<file path="src/core/iopx_cfg.svh">
// Register map, field positions and timing counts of the I/O port block
`ifndef IOPX_CFG_SVH
`define IOPX_CFG_SVH

// ============================================================
// Register map (byte addresses)
`define IOPX_PORT_STRIDE 8'h0c
`define IOPX_OFS_LATCH 8'h00
`define IOPX_OFS_DIR 8'h04
`define IOPX_OFS_PINS 8'h08
`define IOPX_ADDR_SENSE 8'h30
`define IOPX_ADDR_ENABLE 8'h34
`define IOPX_ADDR_FLAGS 8'h38
`define IOPX_ADDR_POWER 8'h3c

// ============================================================
// Reset values
`define IOPX_LATCH_RST 8'h00
`define IOPX_DIR_RST 8'h00
`define IOPX_SENSE_RST 4'h0
`define IOPX_STARTUP_RST 4'h4

// ============================================================
// Field positions
`define IOPX_SENSE_FIRST_LSB 0
`define IOPX_SENSE_SECOND_LSB 2
`define IOPX_ASYNC_SEL_BIT 4
`define IOPX_GLOBAL_EN_BIT 7
`define IOPX_PWR_MODE_BIT 0
`define IOPX_PWR_GO_BIT 1
`define IOPX_PWR_STARTUP_LSB 4
`define IOPX_PWR_STATE_LSB 8

// ============================================================
// Sense encodings of the two clocked lines
`define IOPX_SENSE_LOW 2'b00
`define IOPX_SENSE_ANY 2'b01
`define IOPX_SENSE_FALL 2'b10
`define IOPX_SENSE_RISE 2'b11

// ============================================================
// Interrupt pin positions (port index, bit)
`define IOPX_FIRST_PORT 3
`define IOPX_FIRST_BIT 2
`define IOPX_SECOND_PORT 3
`define IOPX_SECOND_BIT 3
`define IOPX_ASYNC_PORT 1
`define IOPX_ASYNC_BIT 2

// ============================================================
// Timing
`define IOPX_CLK_PERIOD_NS 50
`define IOPX_WDT_PERIOD_NS 1000
`define IOPX_WDT_CYCLES (`IOPX_WDT_PERIOD_NS / `IOPX_CLK_PERIOD_NS)

`endif

</file>
<file path="src/core/iopx_pkg.sv">
// Types shared by the I/O port and external interrupt block
package iopx_pkg;

  // ============================================================
  // Power states
  typedef enum logic [1:0] {
    IOPX_ST_AWAKE = 2'b00,
    IOPX_ST_IDLE = 2'b01,
    IOPX_ST_DEEP = 2'b10,
    IOPX_ST_START = 2'b11
  } iopx_state_e;

  // ============================================================
  // Bus and pin carriers
  typedef struct packed {
    logic psel;
    logic penable;
    logic pwrite;
    logic [7:0] paddr;
    logic [31:0] pwdata;
  } iopx_apb_req_s;

  typedef struct packed {
    logic pready;
    logic pslverr;
    logic [31:0] prdata;
  } iopx_apb_rsp_s;

  typedef struct packed {
    logic [3:0][7:0] out;
    logic [3:0][7:0] oe;
  } iopx_pin_drv_s;

  // ============================================================
  // Whole block state
  typedef struct packed {
    logic [3:0][7:0] latch;
    logic [3:0][7:0] dir;
    logic [3:0][7:0] sync1;
    logic [3:0][7:0] sync2;
    logic [1:0] prev_clk;
    logic prev_async;
    logic [3:0] sense;
    logic async_sel;
    logic [2:0] line_en;
    logic glob_en;
    logic [2:0] flag;
    logic deep_mode;
    logic [3:0] startup;
    iopx_state_e st;
    logic [4:0] wdt_cnt;
    logic lvl_samp;
    logic [3:0] su_cnt;
    logic [31:0] rdata;
    logic slverr;
  } iopx_state_s;

endpackage

</file>
<file path="src/core/iopx_top.sv">
// I/O ports with external interrupt and wake-up logic behind an APB slave
`timescale 1ns/100ps
`include "iopx_cfg.svh"

module iopx_top (
  input wire logic clk,
  input wire logic rstn,
  input wire iopx_pkg::iopx_apb_req_s apb_req,
  output iopx_pkg::iopx_apb_rsp_s apb_rsp,
  input wire logic [3:0][7:0] pin_in,
  output iopx_pkg::iopx_pin_drv_s pin_drv,
  input wire logic [2:0] irq_ack,
  output logic [2:0] irq_req,
  output logic cpu_run
);

  iopx_pkg::iopx_state_s r_reg;
  iopx_pkg::iopx_state_s r_next;

  // ============================================================
  // Helpers
  function automatic logic edge_hit(input logic [1:0] sense, input logic prev,
                                    input logic cur);
    logic hit;
    hit = 1'b0;
    case (sense)
      `IOPX_SENSE_ANY: hit = prev ^ cur;
      `IOPX_SENSE_FALL: hit = prev & ~cur;
      `IOPX_SENSE_RISE: hit = ~prev & cur;
      default: hit = 1'b0;
    endcase
    return hit;
  endfunction

  function automatic logic [7:0] port_addr(input int p, input logic [7:0] ofs);
    return 8'(p * `IOPX_PORT_STRIDE) + ofs;
  endfunction

  // ============================================================
  // Next state
  logic [2:0] cur;
  logic [2:0] ev;
  logic [1:0] lvl_low;
  logic [2:0] clr;
  logic io_run;
  logic setup;
  logic wr;
  logic hit;
  logic tick;
  logic samp_now;
  logic [31:0] rd;
  iopx_pkg::iopx_state_e st_now;

  always_comb begin
    r_next = r_reg;
    cur = '0;
    ev = '0;
    lvl_low = '0;
    clr = '0;
    hit = 1'b0;
    rd = '0;
    tick = 1'b0;
    samp_now = 1'b0;
    st_now = r_reg.st;
    setup = apb_req.psel & ~apb_req.penable;
    wr = apb_req.psel & apb_req.penable & apb_req.pwrite;

    // Pin synchronisers; direction does not gate the input path
    r_next.sync1 = pin_in;
    r_next.sync2 = r_reg.sync1;
    cur[0] = r_reg.sync2[`IOPX_FIRST_PORT][`IOPX_FIRST_BIT];
    cur[1] = r_reg.sync2[`IOPX_SECOND_PORT][`IOPX_SECOND_BIT];
    cur[2] = r_reg.sync2[`IOPX_ASYNC_PORT][`IOPX_ASYNC_BIT];

    // I/O clock runs awake and in idle only
    io_run = (r_reg.st == iopx_pkg::IOPX_ST_AWAKE) ||
             (r_reg.st == iopx_pkg::IOPX_ST_IDLE);

    // Clocked edge detection of lines one and two
    if (io_run) begin
      r_next.prev_clk = cur[1:0];
      ev[0] = edge_hit(r_reg.sense[`IOPX_SENSE_FIRST_LSB +: 2],
                       r_reg.prev_clk[0], cur[0]);
      ev[1] = edge_hit(r_reg.sense[`IOPX_SENSE_SECOND_LSB +: 2],
                       r_reg.prev_clk[1], cur[1]);
    end

    // Async line edge, live in every state
    r_next.prev_async = cur[2];
    ev[2] = r_reg.async_sel ? (~r_reg.prev_async & cur[2]) :
                              (r_reg.prev_async & ~cur[2]);

    // Low level detect, live in every state
    lvl_low[0] = (r_reg.sense[`IOPX_SENSE_FIRST_LSB +: 2] == `IOPX_SENSE_LOW) &
                 ~cur[0];
    lvl_low[1] = (r_reg.sense[`IOPX_SENSE_SECOND_LSB +: 2] == `IOPX_SENSE_LOW) &
                 ~cur[1];

    // ----------------------------------------------------------
    // APB: read data captured in setup, write taken in access
    for (int p = 0; p < 4; p++) begin
      if (apb_req.paddr == port_addr(p, `IOPX_OFS_LATCH)) begin
        hit = 1'b1;
        rd = {24'h000000, r_reg.latch[p]};
        if (wr) begin
          r_next.latch[p] = apb_req.pwdata[7:0];
        end
      end
      if (apb_req.paddr == port_addr(p, `IOPX_OFS_DIR)) begin
        hit = 1'b1;
        rd = {24'h000000, r_reg.dir[p]};
        if (wr) begin
          r_next.dir[p] = apb_req.pwdata[7:0];
        end
      end
      if (apb_req.paddr == port_addr(p, `IOPX_OFS_PINS)) begin
        hit = 1'b1;
        rd = {24'h000000, r_reg.sync2[p]};
      end
    end
    case (apb_req.paddr)
      `IOPX_ADDR_SENSE: begin
        hit = 1'b1;
        rd = {27'h0000000, r_reg.async_sel, r_reg.sense};
        if (wr) begin
          r_next.sense = apb_req.pwdata[3:0];
          r_next.async_sel = apb_req.pwdata[`IOPX_ASYNC_SEL_BIT];
        end
      end
      `IOPX_ADDR_ENABLE: begin
        hit = 1'b1;
        rd = {24'h000000, r_reg.glob_en, 4'h0, r_reg.line_en};
        if (wr) begin
          r_next.line_en = apb_req.pwdata[2:0];
          r_next.glob_en = apb_req.pwdata[`IOPX_GLOBAL_EN_BIT];
        end
      end
      `IOPX_ADDR_FLAGS: begin
        hit = 1'b1;
        rd = {29'h00000000, r_reg.flag};
        if (wr) begin
          clr = apb_req.pwdata[2:0];
        end
      end
      `IOPX_ADDR_POWER: begin
        hit = 1'b1;
        rd = {22'h000000, r_reg.st, r_reg.startup, 3'h0, r_reg.deep_mode};
        if (wr) begin
          r_next.deep_mode = apb_req.pwdata[`IOPX_PWR_MODE_BIT];
          r_next.startup = apb_req.pwdata[`IOPX_PWR_STARTUP_LSB +: 4];
          if (apb_req.pwdata[`IOPX_PWR_GO_BIT] &&
              r_reg.st == iopx_pkg::IOPX_ST_AWAKE) begin
            st_now = apb_req.pwdata[`IOPX_PWR_MODE_BIT] ? iopx_pkg::IOPX_ST_DEEP :
                                                          iopx_pkg::IOPX_ST_IDLE;
          end
        end
      end
      default: begin
      end
    endcase
    if (setup) begin
      r_next.rdata = hit ? rd : 32'h00000000;
      r_next.slverr = ~hit;
    end

    // ----------------------------------------------------------
    // Pending flags: set wins over clear, held clear in level mode
    clr = clr | irq_ack;
    for (int i = 0; i < 3; i++) begin
      r_next.flag[i] = (r_reg.flag[i] & ~clr[i]) | ev[i];
    end
    for (int i = 0; i < 2; i++) begin
      if (lvl_low[i] || r_reg.sense[2*i +: 2] == `IOPX_SENSE_LOW) begin
        r_next.flag[i] = 1'b0;
      end
    end

    // ----------------------------------------------------------
    // Watchdog tick and wake sequencing
    if (r_reg.st == iopx_pkg::IOPX_ST_DEEP || r_reg.st == iopx_pkg::IOPX_ST_START) begin
      if (r_reg.wdt_cnt == 5'(`IOPX_WDT_CYCLES - 1)) begin
        r_next.wdt_cnt = '0;
        tick = 1'b1;
      end else begin
        r_next.wdt_cnt = r_reg.wdt_cnt + 5'h01;
      end
    end else begin
      r_next.wdt_cnt = '0;
      r_next.lvl_samp = 1'b0;
    end
    samp_now = |(r_reg.line_en[1:0] & lvl_low);

    case (r_reg.st)
      iopx_pkg::IOPX_ST_AWAKE: begin
        r_next.st = st_now;
      end
      iopx_pkg::IOPX_ST_IDLE: begin
        if (|(r_reg.line_en & (r_reg.flag | {1'b0, lvl_low}))) begin
          r_next.st = iopx_pkg::IOPX_ST_AWAKE;
        end
      end
      iopx_pkg::IOPX_ST_DEEP: begin
        if (tick) begin
          r_next.lvl_samp = samp_now;
        end
        if (tick && samp_now && r_reg.lvl_samp) begin
          r_next.st = iopx_pkg::IOPX_ST_START;
          r_next.su_cnt = '0;
        end else if (r_reg.line_en[2] && r_reg.flag[2]) begin
          r_next.st = iopx_pkg::IOPX_ST_START;
          r_next.su_cnt = '0;
        end
      end
      iopx_pkg::IOPX_ST_START: begin
        // Wake regardless of level; request then follows the live pin
        if (tick) begin
          if (r_reg.su_cnt >= r_reg.startup) begin
            r_next.st = iopx_pkg::IOPX_ST_AWAKE;
          end else begin
            r_next.su_cnt = r_reg.su_cnt + 4'h1;
          end
        end
      end
      default: begin
        r_next.st = iopx_pkg::IOPX_ST_AWAKE;
      end
    endcase
  end

  // ============================================================
  // State register
  always_ff @(posedge clk or negedge rstn) begin
    if (!rstn) begin
      r_reg <= '{
        latch: {4{`IOPX_LATCH_RST}},
        dir: {4{`IOPX_DIR_RST}},
        sync1: '0,
        sync2: '0,
        prev_clk: '0,
        prev_async: 1'b0,
        sense: `IOPX_SENSE_RST,
        async_sel: 1'b0,
        line_en: '0,
        glob_en: 1'b0,
        flag: '0,
        deep_mode: 1'b0,
        startup: `IOPX_STARTUP_RST,
        st: iopx_pkg::IOPX_ST_AWAKE,
        wdt_cnt: '0,
        lvl_samp: 1'b0,
        su_cnt: '0,
        rdata: '0,
        slverr: 1'b0
      };
    end else begin
      r_reg <= r_next;
    end
  end

  // ============================================================
  // Outputs
  always_comb begin
    apb_rsp.pready = 1'b1;
    apb_rsp.pslverr = r_reg.slverr;
    apb_rsp.prdata = r_reg.rdata;
    pin_drv.out = r_reg.latch;
    pin_drv.oe = r_reg.dir;
    cpu_run = r_reg.st == iopx_pkg::IOPX_ST_AWAKE;
    for (int i = 0; i < 3; i++) begin
      irq_req[i] = r_reg.glob_en & r_reg.line_en[i] & io_run &
                   (r_reg.flag[i] | (i < 2 ? lvl_low[i[0]] : 1'b0));
    end
  end

endmodule
</file>
<file path="config.mk">
export PLATFORM = sky130hd
export DESIGN_NAME = iopx_top
export DESIGN_NICKNAME = d
export VERILOG_FILES = /design/src/core/iopx_pkg.sv /design/src/core/iopx_top.sv
export VERILOG_INCLUDE_DIRS = /design/src /design/src/core
export SDC_FILE = /design/constraint.sdc
export NUM_CORES = 1
export LEC_CHECK = 0
export ABC_AREA = 1
export ABC_CLOCK_PERIOD_IN_PS = 2200
export BUFFER_PORTS_ARGS = -buffer_cell sky130_fd_sc_hd__buf_2
export CAP_MARGIN = 20
export CORE_MARGIN = 3
export CORE_UTILIZATION = 54
export DETAILED_ROUTE_END_ITERATION = 8
export PLACE_DENSITY = 0.91
export SLEW_MARGIN = 20
export SYNTH_ARGS = -nofsm -noshare
export SYNTH_HDL_FRONTEND = slang
export SYNTH_SLANG_ARGS = --single-unit
</file>
<file path="constraint.sdc">
create_clock -name clk -period 2.2 [get_ports clk]
set_input_delay 0.44 -clock clk [delete_from_list [all_inputs] [get_ports clk]]
set_output_delay 0.44 -clock clk [all_outputs]
set_load 0.03 [all_outputs]
</file>
# After elaboration in Yosys (flattened, before gate mapping)
# Cells that the tools add are included.
[op_classes]
reduce_logical = 29
n_lt_le_gt_ge = 1
n_eq_ne = 33
bitwise = 45
n_addsub = 2
mux = 57
[ops]
columns = ["operator", "n"]
rows = [
  ["32-bit two-way mux", 12],
  ["32-bit case mux with 4 select lines", 1],
  ["8-bit by 6-bit equality test with 1-bit output, second input constant", 8],
  ["8-bit by 5-bit equality test with 1-bit output, second input constant", 4],
  ["1-bit AND", 23],
  ["2-bit AND reduction", 11],
  ["1-bit two-way mux", 21],
  ["2-bit two-way mux", 10],
  ["8-bit by 4-bit equality test with 1-bit output, second input constant", 2],
  ["4-bit two-way mux", 4],
  ["2-bit equality test, second input constant", 6],
  ["1-bit inverter", 11],
  ["5-bit two-way mux", 2],
  ["2-bit by 1-bit != test with 1-bit output, second input constant", 5],
  ["8-bit by 3-bit equality test with 1-bit output, second input constant", 1],
  ["8-bit logical NOT", 1],
  ["8-bit two-way mux", 1],
  ["2-bit case mux with 4 select lines", 1],
  ["4-bit case mux with 2 select lines", 1],
  ["7-bit AND reduction", 1],
  ["2-bit by 1-bit equality test with 1-bit output, second input constant", 3],
  ["2-bit logical NOT", 3],
  ["3-bit two-way mux", 2],
  ["1-bit case mux with 3 select lines", 2],
  ["19 further kinds", 31],
]
[totals]
regBits = 193
in_bits = 80
word_cells = 198

# Depth between registers and ports, before layout
[logic_depth]
depth_word = 15
ltp_mapped = 16
ltp_nobuf = 15

# Least setup slack after synthesis
# No wires, ideal clock.
[synth_timing]
kind = "flip-flop to flip-flop"
start = "register r_reg[33] in the netlist's numbering"
end = "register r_reg[35] in the netlist's numbering"
path_buffers = 0
arrival_time_ns = 1.609
synth_period_minus_slack_ns = 1.728
path_slack_ns = 0.472
path_stages_with_launch = 12
cell_sequence = "dfrtp_1 inv_1 ha_1 inv_1 a21boi_0 o21a_1 o21ai_0 nand2_1 a21oi_2 nand3_1 nand2_1 nor2_1"
[synth_via]
elab_chain_len = 4
elab_cells_between_ends = 7
[synth_lines]
columns = ["element", "line", "rtl"]
rows = [
  ["start, declared", "iopx_top.sv:17", "iopx_pkg::iopx_state_s r_reg;"],
  ["start signal, assigned", "iopx_top.sv:234", "r_reg <= '{"],
  ["start signal, assigned", "iopx_top.sv:256", "r_reg <= r_next;"],
  ["4-bit by 1-bit adder with 4-bit output", "iopx_top.sv:220", "r_next.su_cnt = r_reg.su_cnt + 4'h1;"],
  ["4-bit two-way mux", "iopx_top.sv:217", "if (r_reg.su_cnt >= r_reg.startup) begin"],
  ["4-bit two-way mux", "iopx_top.sv:216", "if (tick) begin"],
  ["4-bit case mux with 2 select lines", "iopx_top.sv:193", "case (r_reg.st)"],
]
# Parallel ways exist; a longest one is shown, timed or not. The select of a mux whose other input is x is not followed.
# A chain may end at the register's enable or synchronous reset.

# Worst setup path after layout
[layout_timing]
start = "register r_reg[33] in the netlist's numbering"
end = "register r_reg[43] in the netlist's numbering"
[layout_via]
elab_chain_len = 3
[layout_lines]
columns = ["element", "line"]
rows = [
  ["4-bit greater-or-equal comparator", "iopx_top.sv:217"],
  ["2-bit by 1-bit != test with 1-bit output (no line)", "n/a"],
  ["7-bit AND reduction (no line)", "n/a"],
]
# Every way passes these cells.

==> reports/summary.txt <==
Status: completed
# DRC: 0
HP Start: pin_in[22]
CTS tree: built
Root Driver: clkbuf_16
Final period util: 94.86%
Area share of the largest cell type after synthesis: 53.39%
DRT iter0 DRCs: 709
CTS Buf Count: 17
Critical Path Start Type: flop
CP bufs+invs: 3
Initial antenna violation count: 0
Routed wire per std cell: 17.00 um
FF-to-FF Start: r_reg[33]
DP HPWL: 13.99 mm
Sequential element share of the synthesized area: 53.72%
Minimum clock period: 2.087 ns
Final Cell Area: 8907 um^2
Max Fclk: 479.2 MHz
Total number of yosys warnings: 0
Final net count: 1051
Sequential share of power: 46.6%
Synthesized instance count: 885
Worst Hold Class: input pin to flop
Cell taking the most area after synthesis: dfrtp_1
Pwr/cell area: 832.9 nW/um^2
Vias per inst: 5.403
CTS sink count: 171
Synth unique cells: 46
Top FF cell, synth: dfrtp_1
Placed inst area: 8269 um^2
First-pass GRT wire length: 30.34 mm
Total number of vias: 6241
Antenna Nets Post-Route: 0
Int Power: 0.005400 W
Worst-path maximum fanout: 4
Cell row count: 43
Die area: 16250 um^2
Die X: 127.5 um
P&R area growth vs syn: 11.79%
CP dominant cell by count: o21ai_0
Lkg Pwr: 4.617 nW
I/O Buffers: 134
CP max stage delay: 0.38 ns
Net switching power: 0.002019 W
# Max-Cap Violations: 0
Final GP Congestion: 0.9116
Peak VDD IR: 0.0005045 V
Crit path cell chain: inv_1, ha_1, inv_1, a21boi_0, o21a_1, o21ai_0, nand2_1, o21ai_0, nor3b_2, buf_4, o21ai_0
Slew @ Worst Pin: 0.6147 ns
Mapped Avg Cell Area: 9.003 um^2
Drt pass-1 iters: 5
Worst-Skew Late Latency: 0.43 ns
Final-report hold violation count: 0
Max clock buf depth: 2
Worst EP arrival: 2.40 ns
Sw frac: 27.21%
Req. time, crit path: 2.51 ns
FFs w/ async S/R, synth: 100.0%
EDFF count, synth: 0
Setup-failing EPs final: 0
Core ar.: 14150 um^2
Clock Skews: 0.005638 ns
Util after Layout: 62.95%
Share of cells above drive strength 1: 24.02%
Starting Density: 56.31%
Max Transition Viols Final: 0
Crit-path leading delay family: compound AO/OA/AOI/OAI gates
Slowest CP cell: dfrtp_1
CP Class: flop to flop
Largest net degree at the start of global routing: 49
Clock power frac: 41.3%
Slew HR: 58.98%
Max FFs per register: 64
GRT Util Overall: 24.18%
Post-Route WL: 19.63 mm
Hold_ws: 0.1056 ns
Crit path from: r_reg[33]
Crit. End Element: flop
Gate power share: 12.1%
Mapped cell area: 7968 um^2
Total gr overflow: 0
Top cells by area, synth: dfrtp_1 (53%), nand2_1 (11%), buf_4 (9.2%)
#FFs+latches synth: 171
Clock transition at path regs: 0.07 ns
Number of I/O pins: 182
H-tree depth: 4
Vias in the first global route: 5848
DIE HEIGHT: 127.5 um
cells by family (layout without fill, tap and decap cells):
family	count (synthesis)	after routing	share of synthesized area (%)
buffers and inverters	187	255	13.60
other	2	24	0.09426
AND/OR/NAND/NOR	369	369	21.17
XOR/XNOR	3	3	0.3298
flip-flops	171	171	53.72
AO/OA/AOI/OAI	143	143	9.516
adder cells (fa/ha/maj)	10	10	1.570
power by group through the flow:
| stage | clock network, W | registers [W] | logic (W) |
|---|---|---|---|
| after CTS | 0.00307 | 0.00345 | 0.000846 |
| final | 0.00306 | 0.00346 | 0.000899 |
| after global placement | 0 | 0.00349 | 0.000799 |
| after detailed placement | 0 | 0.00350 | 0.000833 |
| after floorplan | 0 | 0.00345 | 0.000631 |
| after global routing | 0.00319 | 0.00348 | 0.00100 |
routing by layer:
metal	routed length, um	vias up	share of wire (%)	global-route usage (%)
met3	1824	55	9.3	6.229
met2	9218	336	47	36.98
met5	0	-	0	0
met4	697	0	3.6	12.05
li1	-	2867	-	-
met1	7892	2983	40	32.18
path summary, 6_finish.rpt:
path                         endpoint  slack [ns]  cells after the start
setup / recovery            r_reg[43]        0.11                     11
hold / removal             r_next[87]        0.11                      1
setup reg to reg            r_reg[43]        0.11                     11
hold reg to reg             r_reg[77]        0.34                      0
max in group asynchronous   r_reg[41]        1.03                      3
min in group asynchronous  r_next[76]        0.49                      2
worst reg2reg max path, stage by stage, from the launching register on:
cell,delay (ns)
dfrtp_1,0.38
inv_1,0.08
ha_1,0.27
inv_1,0.03
a21boi_0,0.15
o21a_1,0.13
o21ai_0,0.07
nand2_1,0.13
o21ai_0,0.15
nor3b_2,0.34
buf_4,0.17
o21ai_0,0.06
layout by cell type (no fill, tap or decap), types with 4 or more instances in the layout:
cell       instances
ha_1               9
nand4_1            4
buf_4             13
or2_0              5
nor2_1            44
nand3_1           42
clkbuf_16         17
inv_1             58
inv_2             13
o21ai_0           95
or2_2             10
conb_1            23
nand2_1          230
a21oi_1           30
nor3_1             4
nand2_2            7
buf_2            133
nor2_4             7
dfrtp_1          170
o22ai_1            4
final cells by class:
class                      instances  area (um^2)
antenna                            1        2.502
clock buffer                      19        432.9
clock inverter                    13        167.7
multi-input combinational        548         2700
fill                            1133         5243
tap                              180        225.2
timing repair buffer             150        824.5
inverter                          73        274.0
sequential                       171         4280
cells in the mapped netlist (2+ instances only):
master    instances
xor2_1            2
or2_0             5
o31ai_1           3
a221oi_1          2
nor2_4            7
nor2_2            3
inv_2            12
a21oi_1          31
inv_1            59
nand2_1         230
conb_1            2
clkinv_1          2
buf_4            98
clkbuf_1         10
nor3_1            4
or2_1             3
nand4_1           4
nand2_2           7
nand3_4           2
or2_2            10
nor2_1           44
o22ai_1           4
nand3_1          42
ha_1             10
o21ai_0          95
dfrtp_1         170
buf_2             5
what timing repair did:
item | 4_1_cts | 5_1_grt
hold buffers | 1 | 0
endpoints found under the setup margin | 0 | 9
buffers inserted | 0 | 1
hold endpoints to repair | 39 | 0
resized for setup | 0 | 5
through the flow:
step	setup WS, ns	std cells	total power [W]	TNS, ns
2_1_floorplan	0.4722	906	0.004081	0
3_3_place_gp	0.01526	1120	0.004293	0
3_5_place_dp	-0.0003664	1120	0.004337	-0.0003664
4_1_cts	0.02688	1153	0.007366	0
5_1_grt	-0.02882	1154	0.007680	-0.08132
6_report	0.1130	1155	0.007419	0
Note: power is estimated with default switching activity, not from simulation.
